**src/pkg/pcf_map.vh**
```
`ifndef PCF_MAP_VH
`define PCF_MAP_VH

// Bank size
`define PCF_BANK_W 10
// Lock wait: 1 ms at 25 MHz (40 ns period)
`define PCF_LOCK_TIME_US 1000
`define PCF_CLK_PERIOD_NS 40
`define PCF_LOCK_CYC ((`PCF_LOCK_TIME_US * 1000) / `PCF_CLK_PERIOD_NS)
// Phase counter width for half-period measurement
`define PCF_PER_W 16
// Shortest half period the generator may run on; below it the reference passes through
`define PCF_HALF_MIN 16'h0002
// Bypass strap level: analog supply grounded
`define PCF_BYPASS_LVL 1'b0

`endif

```
**src/hdl/pcf_fanout.v**
```verilog
// Operation
// - Enabled bank toggles with reference frequency, phase
// - Disabled bank outputs held low
// - Ten outputs share one enable
// - Outputs have fifty percent duty cycle except in bypass or before a usable period is known, where the reference duty is passed on
// - Feedback output always toggles
// - Align feedback return edges to reference
// - Grounded analog supply bypasses loop
// - Stabilization interval before lock
// - Lock only after a 1 ms wait on a stable reference period
`timescale 1ns/1ps
`include "pcf_map.vh"
module pcf_fanout #(
    parameter LOCK_CYC = `PCF_LOCK_CYC
) (
    input wire clk,
    input wire nrst,
    input wire ref_clk_in,
    input wire feedback_return_input,
    input wire bank_enable,
    input wire analog_supply_pin,
    output wire [`PCF_BANK_W-1:0] bank_clock_outputs,
    output wire feedback_drive_output,
    output wire locked
);
    localparam ST_ACQ = 2'h0;
    localparam ST_RUN = 2'h1;
    localparam ST_BYP = 2'h2;
    localparam [`PCF_PER_W-1:0] PER_ONE = {{(`PCF_PER_W-1){1'b0}}, 1'b1};
    localparam [`PCF_PER_W-1:0] HALF_MIN = `PCF_HALF_MIN;

    wire [3:0] pin_s;
    wire ref_s;
    wire fb_s;
    wire en_s;
    wire analog_supply_pin_s;
    reg ref_d1_q;
    reg fb_d1_q;
    reg [1:0] st_q;
    reg [1:0] st_d;
    reg [31:0] lock_cnt_q;
    reg [`PCF_PER_W-1:0] per_cnt_q;
    reg [`PCF_PER_W-1:0] half_q;
    reg [`PCF_PER_W-1:0] gen_cnt_q;
    reg gen_q;
    reg en_q;
    reg [`PCF_BANK_W-1:0] bank_q;
    reg fbo_q;
    reg locked_q;
    reg [`PCF_PER_W-1:0] lead_q;
    wire ref_rise;
    wire fb_rise;
    wire gen_lvl;
    wire per_chg;
    reg sel_ref_q;

    pcf_sync2 #(.W(4)) u_sync (
        .clk(clk),
        .nrst(nrst),
        .din({analog_supply_pin, bank_enable, feedback_return_input, ref_clk_in}),
        .dout(pin_s)
    );
    assign ref_s = pin_s[0];
    assign fb_s = pin_s[1];
    assign en_s = pin_s[2];
    assign analog_supply_pin_s = pin_s[3];

    assign ref_rise = ref_s & ~ref_d1_q;
    assign fb_rise = fb_s & ~fb_d1_q;

    function [`PCF_PER_W-1:0] half_of;
        input [`PCF_PER_W-1:0] p;
        begin
            half_of = {1'b0, p[`PCF_PER_W-1:1]};
        end
    endfunction

    // A new half-period length (period halved, rounded down) restarts the stabilization wait
    assign per_chg = ref_rise && (half_of(per_cnt_q) != half_q);

    // Next loop state
    always @* begin
        st_d = st_q;
        case (st_q)
            ST_ACQ: begin
                if (analog_supply_pin_s == `PCF_BYPASS_LVL) begin
                    st_d = ST_BYP;
                end else if (!per_chg && lock_cnt_q >= LOCK_CYC) begin
                    st_d = ST_RUN;
                end
            end
            ST_RUN: begin
                if (analog_supply_pin_s == `PCF_BYPASS_LVL) begin
                    st_d = ST_BYP;
                end else if (per_chg) begin
                    st_d = ST_ACQ;
                end
            end
            ST_BYP: begin
                // Leaving bypass needs a fresh stabilization wait
                if (analog_supply_pin_s != `PCF_BYPASS_LVL) st_d = ST_ACQ;
            end
            default: st_d = ST_ACQ;
        endcase
    end

    // Edge detectors and loop state
    always @(posedge clk) begin
        if (!nrst) begin
            ref_d1_q <= 1'b0;
            fb_d1_q <= 1'b0;
            st_q <= ST_ACQ;
        end else begin
            ref_d1_q <= ref_s;
            fb_d1_q <= fb_s;
            st_q <= st_d;
        end
    end

    // Reference period between rising edges; saturates if the reference stops
    always @(posedge clk) begin
        if (!nrst) begin
            per_cnt_q <= {`PCF_PER_W{1'b0}};
            half_q <= {`PCF_PER_W{1'b0}};
        end else if (ref_rise) begin
            per_cnt_q <= PER_ONE;
            if (per_chg) half_q <= half_of(per_cnt_q);
        end else if (per_cnt_q != {`PCF_PER_W{1'b1}}) begin
            per_cnt_q <= per_cnt_q + PER_ONE;
        end
    end

    // Stabilization wait, counted only while acquiring
    always @(posedge clk) begin
        if (!nrst) begin
            lock_cnt_q <= 32'h0000_0000;
        end else if (st_q != ST_ACQ || per_chg) begin
            lock_cnt_q <= 32'h0000_0000;
        end else if (lock_cnt_q != 32'hffff_ffff) begin
            lock_cnt_q <= lock_cnt_q + 32'h0000_0001;
        end
    end

    // Generator regenerates a square wave of equal halves
    always @(posedge clk) begin
        if (!nrst) begin
            gen_cnt_q <= {`PCF_PER_W{1'b0}};
            gen_q <= 1'b0;
        end else if (ref_rise) begin
            gen_q <= 1'b1;
            // A lead that would leave a one-cycle high is dropped for this period
            if (gen_q || (lead_q + PER_ONE) < half_q) begin
                gen_cnt_q <= lead_q;
            end else begin
                gen_cnt_q <= {`PCF_PER_W{1'b0}};
            end
        end else if (gen_cnt_q + PER_ONE >= half_q) begin
            gen_q <= ~gen_q;
            gen_cnt_q <= {`PCF_PER_W{1'b0}};
        end else begin
            gen_cnt_q <= gen_cnt_q + PER_ONE;
        end
    end

    // Feedback lag is measured and pre-advanced on the next period
    always @(posedge clk) begin
        if (!nrst) begin
            lead_q <= {`PCF_PER_W{1'b0}};
        end else if (fb_rise && per_cnt_q < half_q) begin
            lead_q <= per_cnt_q;
        end
    end

    // Source select moves only while both sources are low, so a switch
    // into or out of bypass cannot leave a sliver pulse on the outputs.
    // Until a usable period is known the reference itself is passed on.
    always @(posedge clk) begin
        if (!nrst) begin
            sel_ref_q <= 1'b1;
        end else if (!gen_q && !ref_s) begin
            sel_ref_q <= (st_q == ST_BYP) || (half_q < HALF_MIN);
        end
    end

    // Bypass passes the synchronised reference unchanged
    assign gen_lvl = sel_ref_q ? ref_s : gen_q;

    // Enable is only sampled while the clock is low, so no runt pulse
    always @(posedge clk) begin
        if (!nrst) begin
            en_q <= 1'b0;
        end else if (!gen_lvl) begin
            en_q <= en_s;
        end
    end

    // All outputs launch from flops on the same edge to keep the bank aligned
    always @(posedge clk) begin
        if (!nrst) begin
            bank_q <= {`PCF_BANK_W{1'b0}};
            fbo_q <= 1'b0;
            locked_q <= 1'b0;
        end else begin
            bank_q <= {`PCF_BANK_W{gen_lvl & en_q}};
            fbo_q <= gen_lvl;
            locked_q <= (st_q == ST_RUN);
        end
    end

    assign bank_clock_outputs = bank_q;
    assign feedback_drive_output = fbo_q;
    assign locked = locked_q;
endmodule // pcf_fanout

```
**src/hdl/pcf_sync2.v**
```verilog
`timescale 1ns/1ps
// Two-flop synchroniser for a vector of pin levels
module pcf_sync2 #(
    parameter W = 1
) (
    input wire clk,
    input wire nrst,
    input wire [W-1:0] din,
    output wire [W-1:0] dout
);
    reg [W-1:0] s1_q;
    reg [W-1:0] s2_q;

    always @(posedge clk) begin
        if (!nrst) begin
            s1_q <= {W{1'b0}};
            s2_q <= {W{1'b0}};
        end else begin
            s1_q <= din;
            s2_q <= s1_q;
        end
    end

    assign dout = s2_q;
endmodule // pcf_sync2

```
**config.mk**
```make
export PLATFORM = sky130hd
export DESIGN_NAME = pcf_fanout
export DESIGN_NICKNAME = d
export VERILOG_FILES = /design/src/hdl/pcf_fanout.v /design/src/hdl/pcf_sync2.v
export VERILOG_INCLUDE_DIRS = /design/src /design/src/pkg
export SDC_FILE = /design/constraint.sdc
export NUM_CORES = 1
export LEC_CHECK = 0
export BUFFER_PORTS_ARGS = -buffer_cell sky130_fd_sc_hd__buf_4
export CORE_MARGIN = 2
export CORE_UTILIZATION = 55
export DETAILED_ROUTE_END_ITERATION = 8
export PLACE_DENSITY = 0.72
export SLEW_MARGIN = 20
export SYNTH_ARGS = -nofsm -noshare
export SYNTH_HDL_FRONTEND = slang
export SYNTH_SLANG_ARGS = --single-unit
```
**constraint.sdc**
```tcl
create_clock -name clk -period 4.3 [get_ports clk]
set_input_delay 0.43 -clock clk [delete_from_list [all_inputs] [get_ports clk]]
set_output_delay 0.43 -clock clk [all_outputs]
set_load 0.05 [all_outputs]
```
==> qor.yml, run 1 <==
timing:
  timing.fmax_mhz: 304
  hold_viol_final: 0
  worst_slew_pin_slew_ns: 0.809
  setup_ws_ns: 1.01
  skew_ns: 0.00779
  final-max-slew-violation-count: 0
  period_needed_ns: 3.29
  final.period_utilization_pct: 76.6
  whs_ns: 0.224
  final.setup.tns_ns: 0
  rsz0062_at_grt: "no"
  setup-violations-final: 0
  maxSlewHeadroom_pct: 46.1
synthesis:
  synthTopCellsByArea: "dfxtp_1 37%, ha_1 9.7%, xnor2_1 7.2%"
  ys_warn_count: 0
  ys_seq_area_share_pct: 36.5
  syn-instance-count: 692
  synth.avg_cell_area_sq_um: 8.95
  synth_cell_types: 48
  synth_top_area_share_pct: 36.5
  synth_area_sq_um: 6200
  synth_area_leader_cell: "dfxtp_1"
  async_flop_share_pct: 0
  synth_edf_count: 0
  ys_seq_elements: 113
  synth_nets: 746
  dominantRegCellSynth: "dfxtp_1"
clock_network:
  ctsLongestPathBuffers: 2
  insertion_delay_ns: 0.41
  cts_resized: 0
  cts_sinks: 113
  cts_tree: "built"
  holdBufCountCts: 0
  clk_pin_slew_ns: 0.05
  htreeDepth: 4
  cts_buffers: 17
  root_buffer: "clkbuf_16"
  postCtsSetupBuffers: 0
floorplanning:
  io_pins: 18
  num_rows: 38
  die_y_um: 110
  dieArea_sq_um: 12100
  core_area_sq_um: 10900
  start_util_pct: 56.7
  dieWidth_um: 110
power_and_ir_drop:
  powerDensity_nw_per_um2: 375
  p_sw_mw: 0.534
  p_leak_nw: 2.99
  power.share.combinational_pct: 2.7
  finalPower_mw: 2.61
  swShare_pct: 20.5
  share_seq_of_total_power_pct: 41.2
  power.internal_mw: 2.07
  clock_power_share_pct: 56.1
  irDropWorstVdd_mv: 0.457
setup_path:
  rrSetupSlack_ns: 1.01
  worstPathArrival_ns: 3.64
  path_class: "flip-flop to flip-flop"
  worstSetupEndpointType: "flip-flop"
  startpoint_type: "flip-flop"
  crit_path_max_fanout: 15
  cp_data_required_time_ns: 4.64
drt:
  vias: 4961
  drt_first_pass_iters: 4
  drtAntennaViolNets: 0
  vias_per_cell: 5.88
  wl_per_cell_um: 16.5
  drc: 0
  postRouteWirelength_um: 13900
  drt_iter0_markers: 320
final_layout:
  final_area_sq_um: 6960
  finalNetCount: 745
  antennaDiodeCount: 0
  syn2layout_area_growth_pct: 12.4
  drive_gt1_share_pct: 7.40
grt:
  antenna_found_initial: 0
  track_usage_pct: 25.2
  grt_pass1_vias: 4872
  grt-ovfl-total: 0
  grt_max_degree: 33
  grt_first_pass_wirelength_um: 23600
placed_design:
  post-place-ws_ns: 1.06
  place.gp.congestion: 0.885
  dp_hpwl_um: 10000
  place_area_sq_um: 6320
  portBuffers: 17
status:
  status: "finished clean"
run:
  max_cap_violations: 0
hold_path:
  hold_path.class: "input port to flip-flop"
power by group through the flow:
| stage | Combinational, mW | Sequential, mW | Clock, mW |
|---|---|---|---|
| after CTS | 0.0703 | 1.07 | 1.48 |
| after detailed placement | 0.0694 | 1.09 | 0 |
| final | 0.0717 | 1.07 | 1.46 |
| after global routing | 0.0789 | 1.07 | 1.53 |
| after floorplan | 0.0570 | 1.09 | 0 |
| after global placement | 0.0659 | 1.09 | 0 |
cell usage in the layout, fill, tap and decap left out, drive strengths merged, types with 15 or more instances in the layout:
cell type	instances
a21oi	17
a22o	15
and2	16
and3	15
buf	21
clkbuf	24
dfxtp	113
ha	48
inv	24
mux2i	36
nand2	27
nand3	33
nand4	28
nor2	92
nor3	15
xnor2	51
xor2	31
worst max-delay path: stages (launching register included):
cell and delay, ns:
dfxtp_1 0.39, and4_1 0.28, and2_1 0.22, nand4_1 0.14, xnor2_1 0.22, ha_1 0.30
a21oi_1 0.15, o21ai_0 0.13, a211oi_1 0.24, a21oi_1 0.16, nor4_4 0.72, a22o_1 0.28
registers in the layout, summed over array words and instances, names as in the netlist:
name and flops:
gen_cnt_q 16, sel_ref_q 1, lead_q 16, en_q 1
fb_d1_q 1, locked 1, st_q 2, ref_d1_q 1
per_cnt_q 16, feedback_drive_output 1, u_sync.dout 4, bank_clock_outputs 1
gen_q 1, lock_cnt_q 32, u_sync.s1_q 4, half_q 15
logic make-up (layout without fill, tap and decap cells):
kind of cell    Yosys count  after routing  share of synthesized area (%)
compound gates           73             73                           8.50
xor+xnor                 82             82                           11.6
fa+ha+maj                48             48                           9.69
simple gates            275            275                           23.0
flops                   113            113                           36.5
buf+inv                  65             76                           4.93
mux                      36             36                           5.82
worst paths after layout:
path / to / start / depth (start not counted)
setup / recovery: gen_cnt_q[10] / gen_cnt_q[2] / 11
hold / removal: u_sync.s1_q[1] / feedback_return_input / 2
setup reg to reg: gen_cnt_q[10] / gen_cnt_q[2] / 11
hold reg to reg: u_sync.dout[2] / u_sync.s1_q[2] / 1
layout make-up:
type	instances	area, sq um
Multi-Input combinational cell	514	3640
Timing Repair Buffer	21	165
Fill cell	889	3970
Sequential cell	113	2260
Inverter	24	90.1
Clock buffer	24	502
Clock inverter	7	124
Tap cell	140	175
synth_stat cells, types with 2 or more instances:
cell / instances
a21o_1: 7
nand2_1: 27
a22o_1: 15
nor4b_1: 4
o2111ai_1: 2
and4_1: 13
o21ai_0: 10
xnor2_1: 51
buf_6: 3
a211o_1: 4
nand4b_1: 2
nor4_1: 13
buf_4: 9
a21oi_1: 17
or3_1: 2
nand4_1: 28
dfxtp_1: 113
and2_1: 15
xor2_1: 31
nand3_1: 33
clkbuf_1: 24
nor2_1: 92
nor3b_1: 3
buf_2: 4
a31oi_1: 3
nor3_1: 15
inv_1: 24
and3_1: 15
a211oi_1: 5
o311a_1: 2
mux2i_1: 36
ha_1: 48
nand2b_1: 5
nor2b_1: 3
layer usage:
layer | share of wire (%) | GRT usage (%) | vias up | wire, um
li1 | - | - | 2442 | -
met3 | 4.9 | 6.94 | 23 | 684
met5 | 0 | 0 | - | 0
met2 | 47 | 40.7 | 116 | 6530
met1 | 46 | 32.2 | 2380 | 6440
met4 | 1.8 | 9.29 | 0 | 246
per-stage QoR:
step,utilization (%),std cells
final,63.7,843
after floorplan,-,692
after global placement,57.7,811
after detailed placement,57.8,811
after CTS,63.5,842
after global routing,63.7,843
No activity file was read; power rests on OpenSTA's default activity.
==> run 2: changes to the inputs <==
Settings changed: ABC_AREA set to 1, PLACE_DENSITY 0.72 to 0.74.
Clock period 4.3 ns to 2.8 ns, I/O delays scaled along.
==> run 2 against run 1 <==
  * Highest routed layer unchanged
  * Clock power up 43%
  * Utilization grew 3.0 points
  * Via count rose by 28%
  * Register-to-register slack got worse by 0.98 ns
  * Sequential share of layout area is 4.4 points lower
  * Critical path depth is 5 higher
  * Global-route usage rose by 0.69 points
  * Setup slack worse by 0.98 ns
  * Power rose by 77%
==> qor.yml, run 2 <==
status:
  status: "finished clean"
setup_path:
  startpoint_type: "flip-flop"
  worst_setup_path_startpoint: "lead_q[1]"
  worstPathArrival_ns: 3.11
  crit_path_max_fanout: 8
  cp_data_required_time_ns: 3.14
  timing.rr.start: "lead_q[1]"
  path_class: "flip-flop to flip-flop"
  worstSetupEndpointType: "flip-flop"
synthesis:
  ys_seq_area_share_pct: 32.8
  ys_seq_elements: 113
  synthTopCellsByArea: "dfxtp_1 33%, nand2_1 11%, ha_1 8.7%"
  synth_common_cells: "199 x nand2_1, 129 x inv_1, 116 x nor2_1"
  synth_area_leader_cell: "dfxtp_1"
  synth_cell_types: 39
  synth.avg_cell_area_sq_um: 6.96
  post-synth-top-count-cell: "nand2_1"
  dominantRegCellSynth: "dfxtp_1"
  synth_top_area_share_pct: 32.8
  syn-instance-count: 991
  synth_edf_count: 0
  synth_area_sq_um: 6900
  ys_warn_count: 0
  async_flop_share_pct: 0
  synth_nets: 1045
drt:
  drt_iter0_markers: 401
  drc: 0
  postRouteWirelength_um: 16800
  vias: 6332
  vias_per_cell: 5.26
  wl_per_cell_um: 14.0
  drtAntennaViolNets: 0
  drt_first_pass_iters: 5
clock_network:
  htreeDepth: 4
  clk_pin_slew_ns: 0.06
  root_buffer: "clkbuf_16"
  cts_buffers: 17
  cts_tree: "built"
  cts_sinks: 113
  ctsLongestPathBuffers: 2
  insertion_delay_ns: 0.42
timing:
  final-max-slew-violation-count: 0
  hold_viol_final: 0
  maxSlewHeadroom_pct: 52.7
  setup-violations-final: 0
  period_needed_ns: 2.77
  final.period_utilization_pct: 99.0
  skew_ns: 0.00824
  timing.fmax_mhz: 361
  worst_slew_pin_slew_ns: 0.707
  whs_ns: 0.0376
  rsz0062_at_grt: "yes"
power_and_ir_drop:
  powerDensity_nw_per_um2: 572
  p_leak_nw: 3.43
  irDropWorstVdd_mv: 0.464
final_layout:
  drive_gt1_share_pct: 14.5
  antennaDiodeCount: 0
  mostFrequentLayoutCells: "186 x nand2_1, 128 x inv_1, 111 x nor2_1"
  fin_cells: 1203
  n_fill_cell: 1070
  regMostFlops: "lock_cnt_q"
  seq_area_sq_um: 2270
  multi_input_area_sq_um: 4150
  syn2layout_area_growth_pct: 17.0
  largest_register_ffs: 32
  final_common_cell: "nand2_1"
  fin_util_pct: 66.6
  finalNetCount: 1076
grt:
  use_met2_pct: 42.8
  antenna_found_initial: 0
  grt_first_pass_wirelength_um: 27600
  grt_pass1_vias: 5911
  grt-busiest-layer: "met2"
  grt_max_degree: 38
  use_met1_pct: 33.8
  track_usage_pct: 25.9
  grt_use_met3_pct: 5.49
  grt-ovfl-total: 0
hold_path:
  hold_start: "analog_supply_pin"
  hold_path.class: "input port to flip-flop"
placed_design:
  portBuffers: 17
  dp_hpwl_um: 12100
  place.gp.congestion: 0.859
  dp.cells: 1168
floorplanning:
  core_area_sq_um: 12100
  num_rows: 40
  dieArea_sq_um: 13500
  io_pins: 18
  dieWidth_um: 116
  start_util_pct: 57.0
  die_y_um: 116
run:
  max_cap_violations: 0
[run 2: changes by cell type after synthesis, sizes merged, moves of 28 or more]
cell   before  now
xnor2      51   23
nand3      33   76
inv        24  131
nor2       92  121
a21oi      17   78
mux2i      36    0
nand2      27  204
[run 2: worst max-delay path, stage by stage (launching register included)]
cell and delay, ns:
dfxtp_2 0.35, buf_4 0.13, nand3_2 0.09, nor3_2 0.15, nand2_1 0.10, nor4_1 0.26
xor2_1 0.18, inv_1 0.06, ha_1 0.28, a21o_1 0.19, a21oi_2 0.10, nand2_1 0.09
a21oi_2 0.17, nand3_4 0.16, nand2_8 0.16, nand2_2 0.06, a21oi_1 0.14
[run 2: per-layer routing]
layer / part of all wire (%) / wire length (um) / vias up
met5: 0 / 0 / -
met1: 45 / 7590 / 2904
met4: 2.0 / 338 / 0
met3: 4.6 / 780 / 18
met2: 48 / 8080 / 130
li1: - / - / 3280
[run 2: cell type report]
| type | count | share of cell area, % |
|---|---|---|
| clock inverter | 15 | 1.88 |
| tap | 168 | 2.60 |
| sequential | 113 | 28.1 |
| clock buffer | 17 | 5.27 |
| multi-input combinational | 713 | 51.4 |
| timing repair buffer | 46 | 4.59 |
| inverter | 131 | 6.12 |
[run 2: final timing paths]
check / end / slack, ns / depth (start not counted)
setup / recovery: gen_cnt_q[6] / 0.03 / 16
setup reg to reg: gen_cnt_q[6] / 0.03 / 16
hold / removal: u_sync.s1_q[3] / 0.04 / 3
hold reg to reg: u_sync.dout[1] / 0.41 / 2
[run 2: where the power goes]
| part | switching [mW] | internal [mW] | total (mW) | leakage, nW |
|---|---|---|---|---|
| combinational | 0.523 | 0.282 | 0.805 | 2.23 |
| sequential | 0.0522 | 1.67 | 1.72 | 0.918 |
| clock | 0.842 | 1.24 | 2.09 | 0.279 |
| total | 1.42 | 3.20 | 4.61 | 3.43 |
[run 2: repair_timing]
| action | in CTS | in global routing |
|---|---|---|
| setup endpoints to repair | 16 | 32 |
| hold buffers | 0 | 0 |
| gates cloned | 0 | 1 |
| setup buffers | 0 | 2 |
| pin swaps | 0 | 23 |
| hold endpoints to repair | 0 | 0 |
| gates resized for setup | 4 | 49 |
[run 2: kinds of logic (layout without fill, tap and decap cells)]
family / count (synthesis) / after routing / share of synthesized area [%]
adder cells (fa/ha/maj): 48 / 48 / 8.71
flip-flops: 113 / 113 / 32.8
AND/OR/NAND/NOR: 471 / 472 / 30.5
buffers and inverters: 166 / 209 / 10.0
XOR/XNOR: 62 / 62 / 7.87
AO/OA/AOI/OAI: 131 / 131 / 10.1
[run 2: per-stage QoR]
stage,area [sq um],power [mW],setup slack [ns],setup TNS (ns)
global placement,7270,2.44,-0.0297,-0.201
detailed placement,7270,2.45,-0.0806,-0.992
finish,8070,4.61,0.0288,0
global route,8070,4.81,-0.141,-1.86
floorplan,6900,2.26,0.0616,0
CTS,7860,4.53,0.0250,0
